## src/core/accel_pkg.sv

```systemverilog
// shared constants, field positions and carrier types of the accelerometer control block
package accel_pkg;
  // serial slave address, arbitrary value
  localparam logic [6:0] DEV_ADDR      = 7'h1D;
  localparam logic [7:0] REG_OUT_XH    = 8'h00;
  localparam logic [7:0] REG_STATUS    = 8'h06;
  localparam logic [7:0] REG_RUN_CTRL  = 8'h07;
  localparam logic [7:0] REG_MEAS_CTRL = 8'h08;
  localparam logic [7:0] REG_RANGE     = 8'h09;
  localparam logic [7:0] REG_EV_EN     = 8'h0A;
  localparam logic [7:0] REG_EV_ROUTE  = 8'h0B;
  localparam logic [7:0] REG_UOFF_X    = 8'h0C;
  localparam logic [7:0] REG_MODE      = 8'h0F;
  localparam logic [7:0] REG_LAST      = 8'h0F;
  localparam int         RUN_BIT       = 0;
  localparam int         FREAD_BIT     = 1;
  localparam int         STEST_BIT     = 7;
  localparam int         OSR_LSB       = 0;
  localparam int         EV_DRDY       = 0;
  localparam logic [1:0] RNG_2G        = 2'h0;
  localparam logic [1:0] RNG_4G        = 2'h1;
  localparam logic [1:0] RNG_8G        = 2'h2;
  localparam logic [1:0] RNG_BAD       = 2'h3;
  localparam logic [1:0] MODE_CODE_STBY  = 2'h0;
  localparam logic [1:0] MODE_CODE_WAKE  = 2'h1;
  localparam logic [1:0] MODE_CODE_SLEEP = 2'h2;
  localparam logic [7:0]  CTRL_RST     = 8'h00;
  localparam logic [7:0]  UOFF_RST     = 8'h00;
  localparam logic [9:0]  OUT_RST      = 10'h000;
  localparam logic [3:0]  FLAGS_RST    = 4'h0;
  // test stimulus in raw units of 1/256 g, arbitrary plain value
  localparam logic signed [16:0] ST_STIM  = 17'sh00030;
  localparam int                 GAIN_SHIFT = 7;
  localparam logic signed [18:0] CODE_MAX = 19'sh001FF;
  localparam logic signed [18:0] CODE_MIN = -19'sh00200;
  localparam logic [9:0]         SAT_POS  = 10'h1FF;
  localparam logic [9:0]         SAT_NEG  = 10'h200;

  typedef struct packed {
    logic [7:0] gain;
    logic [7:0] dev;
  } trim_t;
  typedef trim_t     [2:0]       trim_set_t;
  typedef logic      [2:0][15:0] axis_raw_t;
  typedef logic      [2:0][9:0]  axis_code_t;
  typedef struct packed {
    logic wake;
    logic orient;
    logic freefall;
    logic drdy;
  } events_t;
endpackage

```

## src/core/accel_mode_and_offset_control.sv

```systemverilog
`timescale 1ns/1ps
// accelerometer mode control, register file and serial slave
module accel_mode_and_offset_control (
  input  wire logic                 I_SYS_CLK,
  input  wire logic                 I_RST_N,
  input  wire logic                 I_CLK_EN,
  input  wire logic                 I_SCL,
  input  wire logic                 I_SDA,
  output logic                      O_SDA_OUT,
  output logic                      O_SDA_OE,
  input  wire accel_pkg::trim_set_t I_TRIM,
  input  wire logic                 I_TRIM_VALID,
  input  wire accel_pkg::axis_raw_t I_AXIS_RAW,
  input  wire logic                 I_SAMPLE_STB,
  input  wire logic                 I_FREEFALL_EV,
  input  wire logic                 I_ORIENT_EV,
  input  wire logic                 I_WAKE_EV,
  input  wire logic                 I_SLEEP_REQ,
  output logic                      O_AFE_EN,
  output logic                      O_CLK_RUN,
  output logic                      O_SELF_TEST,
  output logic [1:0]                O_OSR_MODE,
  output logic                      O_SLEEP,
  output logic                      O_EVENT_LINE_ONE,
  output logic                      O_EVENT_LINE_TWO
);
  import accel_pkg::*;

  typedef enum logic [5:0] {
    BUS_IDLE  = 6'b000001,
    BUS_ADDR  = 6'b000010,
    BUS_WRITE = 6'b000100,
    BUS_ACK   = 6'b001000,
    BUS_READ  = 6'b010000,
    BUS_RACK  = 6'b100000
  } bus_state_t;
  typedef enum logic [2:0] {
    MODE_STBY  = 3'b001,
    MODE_WAKE  = 3'b010,
    MODE_SLEEP = 3'b100
  } mode_state_t;

  bus_state_t  bus_q, bus_d;
  mode_state_t mode_q, mode_d;
  logic [3:0]  bit_q, bit_d;
  logic [7:0]  shift_q, shift_d;
  logic [7:0]  ptr_q, ptr_d;
  logic        ptr_set_q, ptr_set_d;
  logic        rd_q, rd_d;
  logic        ack_on_q, ack_on_d;
  logic        oe_q, oe_d;
  logic        scl_q, sda_q;
  logic        scl_rise, scl_fall, start_c, stop_c;
  logic        load_rd, wr_stb, rd_stb;
  logic [7:0]  wr_data, rd_data;
  logic        run_q, run_d, fast_q, fast_d, stest_q, stest_d;
  logic [1:0]  osr_q, osr_d, range_q, range_d;
  logic [3:0]  ev_en_q, ev_en_d, ev_route_q, ev_route_d;
  logic [3:0]  flags_q, flags_d;
  logic [2:0][7:0] uoff_q, uoff_d;
  axis_code_t  out_q, out_d, cond;
  trim_set_t   trim_q, trim_d;
  logic        trim_ok_q, trim_ok_d;
  logic        line1_q, line1_d, line2_q, line2_d;
  logic        take;
  events_t     ev_in;

  // fast read steps over the low output bytes so only the upper halves are fetched
  function automatic logic [7:0] next_ptr(input logic [7:0] p, input logic fast);
    if (fast && p < REG_STATUS && !p[0]) begin
      return p + 8'h02;
    end else if (p == REG_LAST) begin
      return REG_OUT_XH;
    end
    return p + 8'h01;
  endfunction

  for (genvar a = 0; a < 3; a++) begin : g_axis
    axis_conditioner u_cond (
      .i_raw       (I_AXIS_RAW[a]),
      .i_trim      (trim_q[a]),
      .i_self_test (stest_q),
      .i_range     (range_q),
      .i_user_off  (uoff_q[a]),
      .o_code      (cond[a])
    );
  end

  assign scl_rise = !scl_q && I_SCL;
  assign scl_fall = scl_q && !I_SCL;
  assign start_c  = scl_q && I_SCL && sda_q && !I_SDA;
  assign stop_c   = scl_q && I_SCL && !sda_q && I_SDA;

  always_comb begin
    rd_data = 8'h00;
    for (int a = 0; a < 3; a++) begin
      if (ptr_q == REG_OUT_XH + 8'(2 * a)) rd_data = out_q[a][9:2];
      if (ptr_q == REG_OUT_XH + 8'(2 * a + 1)) rd_data = {out_q[a][1:0], 6'h00};
      if (ptr_q == REG_UOFF_X + 8'(a)) rd_data = uoff_q[a];
    end
    unique case (ptr_q)
      REG_STATUS:    rd_data = {4'h0, flags_q};
      REG_RUN_CTRL:  rd_data[FREAD_BIT:RUN_BIT] = {fast_q, run_q};
      REG_MEAS_CTRL: rd_data = {stest_q, 5'h00, osr_q};
      REG_RANGE:     rd_data = {6'h00, range_q};
      REG_EV_EN:     rd_data = {4'h0, ev_en_q};
      REG_EV_ROUTE:  rd_data = {4'h0, ev_route_q};
      REG_MODE:      rd_data = {6'h00, mode_q == MODE_SLEEP ? MODE_CODE_SLEEP :
                                mode_q == MODE_WAKE ? MODE_CODE_WAKE : MODE_CODE_STBY};
      default: ;
    endcase
  end

  // serial slave; it only ever drives the data line, the clock is the master's alone
  always_comb begin
    bus_d     = bus_q;
    bit_d     = bit_q;
    shift_d   = shift_q;
    ptr_d     = ptr_q;
    ptr_set_d = ptr_set_q;
    rd_d      = rd_q;
    ack_on_d  = ack_on_q;
    oe_d      = oe_q;
    load_rd   = 1'b0;
    wr_stb    = 1'b0;
    rd_stb    = 1'b0;
    wr_data   = {shift_q[6:0], I_SDA};
    if (start_c) begin
      bus_d    = BUS_ADDR;
      bit_d    = 4'h0;
      oe_d     = 1'b0;
      ack_on_d = 1'b0;
    end else if (stop_c) begin
      bus_d = BUS_IDLE;
      oe_d  = 1'b0;
    end else begin
      unique case (bus_q)
        BUS_IDLE: ;
        BUS_ADDR, BUS_WRITE: if (scl_rise) begin
          shift_d = wr_data;
          bit_d   = bit_q + 4'h1;
          if (bit_q == 4'h7) begin
            bus_d = BUS_ACK;
            if (bus_q == BUS_ADDR) begin
              rd_d      = I_SDA;
              ptr_set_d = 1'b0;
              if (shift_q[6:0] != DEV_ADDR) bus_d = BUS_IDLE;
            end else if (!ptr_set_q) begin
              ptr_d     = wr_data;
              ptr_set_d = 1'b1;
            end else begin
              wr_stb = 1'b1;
              ptr_d  = next_ptr(ptr_q, 1'b0);
            end
          end
        end
        BUS_ACK: if (scl_fall) begin
          ack_on_d = !ack_on_q;
          oe_d     = !ack_on_q;
          bit_d    = 4'h0;
          if (ack_on_q) begin
            bus_d   = BUS_WRITE;
            load_rd = rd_q;
          end
        end
        BUS_READ: begin
          if (scl_rise) bit_d = bit_q + 4'h1;
          if (scl_fall) begin
            if (bit_q == 4'h8) begin
              oe_d  = 1'b0;
              bus_d = BUS_RACK;
            end else begin
              shift_d = {shift_q[6:0], 1'b0};
              oe_d    = !shift_q[6];
            end
          end
        end
        BUS_RACK: begin
          if (scl_rise && I_SDA) begin
            bus_d = BUS_IDLE;
          end else if (scl_fall) begin
            load_rd = 1'b1;
          end
        end
      endcase
    end
    if (load_rd) begin
      shift_d = rd_data;
      oe_d    = !rd_data[7];
      bit_d   = 4'h0;
      bus_d   = BUS_READ;
      rd_stb  = 1'b1;
      ptr_d   = next_ptr(ptr_q, fast_q);
    end
  end

  always_ff @(posedge I_SYS_CLK or negedge I_RST_N) begin
    if (!I_RST_N) begin
      bus_q     <= BUS_IDLE;
      bit_q     <= 4'h0;
      shift_q   <= 8'h00;
      ptr_q     <= REG_OUT_XH;
      ptr_set_q <= 1'b0;
      rd_q      <= 1'b0;
      ack_on_q  <= 1'b0;
      oe_q      <= 1'b0;
      scl_q     <= 1'b1;
      sda_q     <= 1'b1;
    end else if (I_CLK_EN) begin
      bus_q     <= bus_d;
      bit_q     <= bit_d;
      shift_q   <= shift_d;
      ptr_q     <= ptr_d;
      ptr_set_q <= ptr_set_d;
      rd_q      <= rd_d;
      ack_on_q  <= ack_on_d;
      oe_q      <= oe_d;
      scl_q     <= I_SCL;
      sda_q     <= I_SDA;
    end
  end

  // register file, sample capture, events and operating mode
  assign ev_in = '{wake: I_WAKE_EV, orient: I_ORIENT_EV, freefall: I_FREEFALL_EV, drdy: 1'b0};
  assign take  = run_q && trim_ok_q && I_SAMPLE_STB;

  always_comb begin
    run_d      = run_q;
    fast_d     = fast_q;
    stest_d    = stest_q;
    osr_d      = osr_q;
    range_d    = range_q;
    ev_en_d    = ev_en_q;
    ev_route_d = ev_route_q;
    uoff_d     = uoff_q;
    out_d      = out_q;
    flags_d    = flags_q;
    trim_d     = trim_q;
    trim_ok_d  = trim_ok_q;
    if (!trim_ok_q && I_TRIM_VALID) begin
      trim_d    = I_TRIM;
      trim_ok_d = 1'b1;
    end
    if (wr_stb) begin
      for (int a = 0; a < 3; a++) begin
        if (ptr_q == REG_UOFF_X + 8'(a)) uoff_d[a] = wr_data;
      end
      unique case (ptr_q)
        REG_RUN_CTRL: begin
          run_d  = wr_data[RUN_BIT];
          fast_d = wr_data[FREAD_BIT];
        end
        REG_MEAS_CTRL: begin
          stest_d = wr_data[STEST_BIT];
          osr_d   = wr_data[OSR_LSB+1:OSR_LSB];
        end
        REG_RANGE:    if (wr_data[1:0] != RNG_BAD) range_d = wr_data[1:0];
        REG_EV_EN:    ev_en_d = wr_data[3:0];
        REG_EV_ROUTE: ev_route_d = wr_data[3:0];
        default: ;
      endcase
    end
    if (rd_stb && ptr_q == REG_STATUS) flags_d = flags_q & ~rd_data[3:0];
    if (run_d && !run_q) begin
      out_d   = '0;
      flags_d = FLAGS_RST;
    end
    // set after clear so an event in the clearing cycle survives; range never gates events
    if (run_q) flags_d = flags_d | ev_in;
    if (take) begin
      out_d            = cond;
      flags_d[EV_DRDY] = 1'b1;
    end
    mode_d = mode_q;
    unique case (mode_q)
      MODE_STBY:  if (run_d) mode_d = MODE_WAKE;
      MODE_WAKE:  if (!run_d) mode_d = MODE_STBY;
                  else if (I_SLEEP_REQ) mode_d = MODE_SLEEP;
      MODE_SLEEP: if (!run_d) mode_d = MODE_STBY;
                  else if (!I_SLEEP_REQ || I_WAKE_EV) mode_d = MODE_WAKE;
      default:    mode_d = MODE_STBY;
    endcase
    line1_d = |(flags_q & ev_en_q & ev_route_q);
    line2_d = |(flags_q & ev_en_q & ~ev_route_q);
  end

  always_ff @(posedge I_SYS_CLK or negedge I_RST_N) begin
    if (!I_RST_N) begin
      run_q      <= CTRL_RST[RUN_BIT];
      fast_q     <= CTRL_RST[FREAD_BIT];
      stest_q    <= CTRL_RST[STEST_BIT];
      osr_q      <= CTRL_RST[1:0];
      range_q    <= RNG_2G;
      ev_en_q    <= CTRL_RST[3:0];
      ev_route_q <= CTRL_RST[3:0];
      uoff_q     <= {3{UOFF_RST}};
      out_q      <= {3{OUT_RST}};
      flags_q    <= FLAGS_RST;
      trim_q     <= '0;
      trim_ok_q  <= 1'b0;
      mode_q     <= MODE_STBY;
      line1_q    <= 1'b0;
      line2_q    <= 1'b0;
    end else if (I_CLK_EN) begin
      run_q      <= run_d;
      fast_q     <= fast_d;
      stest_q    <= stest_d;
      osr_q      <= osr_d;
      range_q    <= range_d;
      ev_en_q    <= ev_en_d;
      ev_route_q <= ev_route_d;
      uoff_q     <= uoff_d;
      out_q      <= out_d;
      flags_q    <= flags_d;
      trim_q     <= trim_d;
      trim_ok_q  <= trim_ok_d;
      mode_q     <= mode_d;
      line1_q    <= line1_d;
      line2_q    <= line2_d;
    end
  end

  assign O_SDA_OUT        = 1'b0;
  assign O_SDA_OE         = oe_q;
  assign O_AFE_EN         = run_q;
  assign O_CLK_RUN        = run_q;
  assign O_SELF_TEST      = stest_q;
  assign O_OSR_MODE       = osr_q;
  assign O_SLEEP          = mode_q == MODE_SLEEP;
  assign O_EVENT_LINE_ONE = line1_q;
  assign O_EVENT_LINE_TWO = line2_q;
endmodule

```

## src/core/axis_conditioner.sv

```systemverilog
`timescale 1ns/1ps
// one axis of the sample path: self-test, trim, range scaling, user offset, saturation
module axis_conditioner (
  input  wire logic [15:0]      i_raw,
  input  wire accel_pkg::trim_t i_trim,
  input  wire logic             i_self_test,
  input  wire logic [1:0]       i_range,
  input  wire logic [7:0]       i_user_off,
  output logic      [9:0]       o_code
);
  import accel_pkg::*;

  logic signed [16:0] stim_sum;
  logic signed [25:0] product;
  logic signed [18:0] trimmed;
  logic signed [18:0] scaled;
  logic signed [18:0] corrected;

  always_comb begin
    stim_sum = 17'($signed(i_raw)) + (i_self_test ? ST_STIM : 17'sh00000);
    // gain of 128 is unity; the zero-g deviation is removed after the gain
    product  = stim_sum * $signed({1'b0, i_trim.gain});
    trimmed  = 19'(product >>> GAIN_SHIFT) - 19'($signed(i_trim.dev));
    unique case (i_range)
      RNG_4G:  scaled = trimmed >>> 1;
      RNG_8G:  scaled = trimmed >>> 2;
      default: scaled = trimmed;
    endcase
    corrected = scaled + 19'($signed(i_user_off));
    if (corrected > CODE_MAX) begin
      o_code = SAT_POS;
    end else if (corrected < CODE_MIN) begin
      o_code = SAT_NEG;
    end else begin
      o_code = corrected[9:0];
    end
  end
endmodule

```

## config.mk

```make
export PLATFORM = sky130hd
export DESIGN_NAME = accel_mode_and_offset_control
export DESIGN_NICKNAME = d
export VERILOG_FILES = /design/src/core/accel_pkg.sv /design/src/core/accel_mode_and_offset_control.sv /design/src/core/axis_conditioner.sv
export SDC_FILE = /design/constraint.sdc
export NUM_CORES = 2
export LEC_CHECK = 0
export ABC_AREA = 1
export BUFFER_PORTS_ARGS = -buffer_cell sky130_fd_sc_hd__buf_2
export CAP_MARGIN = 10
export CORE_MARGIN = 2
export CORE_UTILIZATION = 45
export CTS_CLUSTER_DIAMETER = 200
export DETAILED_ROUTE_END_ITERATION = 12
export PLACE_DENSITY = 0.73
export SYNTH_ARGS = -nofsm -noshare
export SYNTH_HDL_FRONTEND = slang
export SYNTH_HIERARCHICAL = 1
export SYNTH_SLANG_ARGS = --single-unit
export TNS_END_PERCENT = 20
```

## constraint.sdc

```tcl
create_clock -name I_SYS_CLK -period 12.25 [get_ports I_SYS_CLK]
set_clock_uncertainty 0.1 [all_clocks]
set_input_delay 1.225 -clock I_SYS_CLK [delete_from_list [all_inputs] [get_ports I_SYS_CLK]]
set_output_delay 1.225 -clock I_SYS_CLK [all_outputs]
set_load 0.05 [all_outputs]
```

Yosys cells after proc, flatten, opt, wreduce, memory -nomap -nowiden
Index checks and enable logic that the tools add are counted.
W data, S select, Z words.
- bits in registers: 158
- bits of input ports: 107
- output and inout bits: 10
- word-level logic and storage cells: 287
- $add $sub $neg: 12
- $mul: 3
- order comparisons: 7
- eq/ne operators: 49
- muxes and demuxes: 111
- bitwise gates (word level): 9
- reductions and logical operators: 62
- operators with widths (operator ; count):
    $mux W8 ; 21
    $pmux W18 S2 ; 3
    $mul A17 B9 Y26 ; 3
    $mux W6 ; 11
    $eq A8 B4 Y1 const B ; 8
    $mux W10 ; 6
    $mux W30 ; 2
    $add A19 B8 Y19 ; 3
    $gt A19 B10 Y1 const B ; 3
    $lt A19 B10 Y1 const B ; 3
    $sub A19 B8 Y19 ; 3
    $add A16 B7 Y17 ; 3
    $mux W7 ; 6
    $mux W4 ; 10
    $mux W1 ; 38
    $ne A5 B5 Y1 const B ; 7
    $eq A8 B3 Y1 const B ; 4
    $pmux W6 S5 ; 1
    $pmux W6 S4 ; 1
    $reduce_and A3 Y1 ; 7
    $reduce_and A7 Y1 ; 3
    $and A4 B4 Y4 ; 4
    $eq A8 B2 Y1 const B ; 2
    $reduce_and A4 Y1 ; 4
    other kinds (50) ; 97

Logic depth before layout (Yosys ltp)
- word-level depth: 18
- gate-level depth with buffers: 56

Cells and area by module
The synthesis kept the hierarchy.
- by module, submodules not included (module ; times used ; cells each ; area an instance (µm²)):
    axis_conditioner (g_axis[2].u_cond) ; 1 ; 1275 ; 8047.7
    accel_mode_and_offset_control ; 1 ; 902 ; 7952.6
    axis_conditioner (g_axis[1].u_cond) ; 1 ; 1196 ; 7860.0
    axis_conditioner (g_axis[0].u_cond) ; 1 ; 1212 ; 7833.8

Worst setup path before layout
Ideal clock, no wire load.
- kind: in2reg
- from: in I_AXIS_RAW[4] (netlist bit)
- to: reg out_q[0] (netlist bit)
- library setup time: 0.121 ns
- arrival: 8.896 ns
- setup slack: 3.133 ns
- stages: 47
- buffers on the path: 0
- path through: ha_1 -> fa_1 -> nand4_1 -> nor2_1 -> inv_1 -> nor2_1 -> nand4_1 -> nand2_1 -> nor2_1 -> inv_1 -> fa_1 -> fa_1 -> inv_1 -> fa_1 -> inv_1 -> fa_1 -> inv_1 -> ha_1 -> [11 not listed] -> o31ai_1 -> a21oi_1 -> nand3_1 -> or2_2 -> a31oi_1 -> nor2_1 -> ha_1 -> nand2_1 -> nor3_1 -> nand3b_1 -> nand3_1 -> xor2_1 -> inv_1 -> nor2_1 -> nand3_1 -> nand3_4 -> nand2_1 -> a22o_1
- RTL lines (element ; RTL line ; RTL):
    from (decl) ; accel_mode_and_offset_control.sv:13 ; input wire accel_pkg::axis_raw_t I_AXIS_RAW,
    to (signal assigned) ; accel_mode_and_offset_control.sv:297 ; out_q <= {3{OUT_RST}};
    to (signal assigned) ; accel_mode_and_offset_control.sv:313 ; out_q <= out_d;
    to (decl) ; accel_mode_and_offset_control.sv:61 ; axis_code_t out_q, out_d, cond;

==> out/results.txt <==
Mean routed wirelength per cell - 14.3 um
Final Slew Violations - 0
Std-Cell Rows - 97
Layout cells sized above 1 - 7.52%
Vias/cell - 5.14
CTS tree - done
Reg-to-Reg Start - O_SELF_TEST$_DFFE_PN0P_
CTS Hold Bufs - 0
All-Layer GR Usage - 22.7%
Slowest stage cell on the critical path - dfrtp_1
DP HPWL - 65900 um
Hold Violations, Final - 0
Placement Setup Slack - 2060 ps
WP data required - 12530 ps
Fmax - 0.0999 GHz
Die ar. - 72600 sq um
Critical path launch point - O_SELF_TEST$_DFFE_PN0P_
P_leak - 19.5 nW
Top Ports - 117
I/O Buffers - 115
Post-route ant nets - 0
DRC - 0
Path depth of the worst reg2reg path - 50
Post-synth ARST share - 100%
Worst Path Arrival - 10290 ps
Main synth FF type - dfrtp_1
CTS H-tree depth - 4
Crit-path max cell delay - 1020 ps
Synth unique cells - 69
Total CTS buffers - 17
Maximum root-to-sink buffer count - 2
Maxcap violations - 0
Setup ws final - 2240 ps
Vias in the first global route - 28972
Final Setup Violations - 0
Core area - 69900 sq um
Min Hold Slack - 376 ps
Sequential fraction of the synthesis area - 12.5%
TritonRoute pass-1 iters - 7
Final min period - 10010 ps
Ys Warns - 6
Maximum VDD drop - 0.101 mV
Crit path max fanout - 12
Synthesized flop and latch total - 158
Worst Setup Start Kind - flop
Total number of vias - 28775
Status - completed
Largest net degree at the start of global routing - 102
RePlAce Congestion - 0.933
Rel. slew slack - 25.9%
Synthesized area - 31700 sq um
Reg2reg end - out_q[21]$_DFFE_PN0P_
Clock sinks - 158
Kind of critical path - flop to flop
Die Height - 269 um
Worst Setup End Kind - flop
Resized cells post-CTS - 0
Number of synthesized flops with an enable pin - 0
Post-Synthesis Cells - 4585
Hold WC Path Type - flop to flop
Worst slew pin tran - 1110 ps
Initial Utilization - 45.3%
End of the critical path - out_q[21]$_DFFE_PN0P_
Root Buffer - clkbuf_16
Pwr/cell area - 49.0 nW/um^2
R2R Setup Slk - 2240 ps
Layout area overhead - 6.44%
Overflow after GRT - 0
Nets - 5351
Total Wirelength - 79900 um
Fin Setup TNS - 0 ps
Syn Nets - 5296
Initial antenna violation count - 4
Die width - 269 um
First-pass GRT wire length - 138000 um
Total Power - 1.65 mW
Skew-Pair Late Insertion Delay - 500 ps
Tcrit/Tclk final - 81.7%
Setup Buffers After CTS - 0
Syn avg cell area - 6.91 sq um
Most frequent CP cell - inv_1
DR iter-0 viols - 2188
RSZ-0062 raised after global routing - no
Worst-path clk slew - 90 ps
-- state kept, by name, indices dropped and copies added, names as in the netlist, 2 cells and up --
register	flops
ev_route_q	4
O_OSR_MODE	2
shift_q	7
flags_q	4
ptr_q	8
mode_q	3
bus_q	6
out_q	30
range_q	2
ev_en_q	4
uoff_q	24
bit_q	4
trim_q	48
-- layout by cell type (no fill, tap or decap), types with 12 or more instances in the layout --
cell type,n
nand2_1,1197
inv_1,962
nor2_1,380
fa_1,330
ha_1,274
a21oi_1,218
nand3_1,205
o21ai_0,171
dfrtp_1,154
buf_2,114
xor2_1,78
xnor2_1,51
nand4_1,48
mux2_2,48
a31oi_1,33
a22o_1,30
nand2_2,29
nand3_2,25
o21ai_1,24
nor3_1,20
nor2_2,18
clkbuf_16,17
inv_2,16
a21o_1,16
nand3b_1,15
o211ai_1,12
-- Yosys cell counts, types with 9 or more instances --
| cell type | instances | area share, % |
|---|---|---|
| o21bai_1 | 10 | 0.24 |
| nand3b_1 | 15 | 0.36 |
| nand3_1 | 206 | 3.3 |
| nand2_1 | 1197 | 14 |
| a21o_1 | 16 | 0.38 |
| mux2_2 | 48 | 1.7 |
| nor2_1 | 381 | 4.5 |
| o21ai_0 | 171 | 2.7 |
| nor2_2 | 17 | 0.34 |
| nand4_1 | 48 | 0.95 |
| fa_1 | 330 | 21 |
| nor3_1 | 20 | 0.32 |
| nand3_2 | 25 | 0.79 |
| xor2_1 | 78 | 2.2 |
| and2_1 | 10 | 0.20 |
| o21ai_1 | 24 | 0.38 |
| inv_2 | 16 | 0.19 |
| a21oi_1 | 218 | 3.4 |
| clkbuf_1 | 60 | 0.71 |
| a31oi_1 | 33 | 0.65 |
| inv_1 | 962 | 11 |
| ha_1 | 274 | 11 |
| nand2_4 | 9 | 0.32 |
| xnor2_1 | 51 | 1.4 |
| nand2_2 | 29 | 0.57 |
| nor3_2 | 10 | 0.32 |
| dfrtp_1 | 154 | 12 |
| o211ai_1 | 12 | 0.28 |
| a22o_1 | 30 | 0.83 |
-- how the worst min path moves through the flow --
stage,depth (start not counted),start,end
2_1_floorplan,2,trim_ok_q$_DFFE_PN0P_,trim_ok_q$_DFFE_PN0P_
3_3_place_gp,2,shift_q[2]$_DFFE_PN0P_,shift_q[2]$_DFFE_PN0P_
3_5_place_dp,2,O_SDA_OE$_DFFE_PN0P_,O_SDA_OE$_DFFE_PN0P_
4_1_cts,2,bus_q[0]$_DFFE_PN1P_,bus_q[0]$_DFFE_PN1P_
5_1_grt,1,out_q[21]$_DFFE_PN0P_,out_q[21]$_DFFE_PN0P_
6_report,2,bus_q[0]$_DFFE_PN1P_,bus_q[0]$_DFFE_PN1P_
-- logic make-up (layout without fill, tap and decap cells) --
logic type,count (synthesis),in the layout,synth area share [%]
and+or+nand+nor,1998,1998,27.1
buffers and inverters,1065,1133,12.8
adders and majority gates,604,604,31.7
AOI/OAI and AO/OA,579,579,10.5
DFF,158,158,12.5
xor gates and xnor gates,132,132,3.72
muxes,48,48,1.71
other,1,2,0.0118
-- critical path, delay by kind of cell (launching register included) --
kind / cells / cell delay, ps
fa+ha+maj: 8 / 3430
simple gates: 21 / 2510
compound gates: 10 / 1680
flops: 1 / 1020
xor+xnor: 2 / 570
buf+inv: 9 / 540
-- cell type report --
cell class / instances / area, sq um
Timing Repair Buffer: 118 / 604
Antenna cell: 1 / 2.50
Tap cell: 940 / 1180
Sequential cell: 158 / 3960
Multi-Input combinational cell: 3362 / 23700
Fill cell: 7113 / 36200
Inverter: 983 / 3690
Clock inverter: 15 / 186
Clock buffer: 17 / 425
-- layer usage --
metal	vias up	GRT usage, %	part of all wire (%)
met2	724	40.1	48
met4	2	6.84	2.5
met1	13580	29.5	45
met3	124	2.15	4.4
met5	-	0	0.016
li1	14345	-	-
-- metrics by stage --
| stage | util (%) | std cells | instance area (sq um) |
|---|---|---|---|
| after detailed placement | 47.4 | 5561 | 33100 |
| after floorplan | - | 4585 | 31700 |
| final | 48.3 | 5594 | 33700 |
| after global routing | 48.3 | 5593 | 33700 |
| after global placement | 47.4 | 5561 | 33100 |
| after CTS | 48.3 | 5593 | 33700 |
-- where the power goes --
group	switching, mW	internal, mW
combinational	0.333	0.134
sequential	0.0474	0.565
clock	0.296	0.277
(Power assumes the default switching activity.)
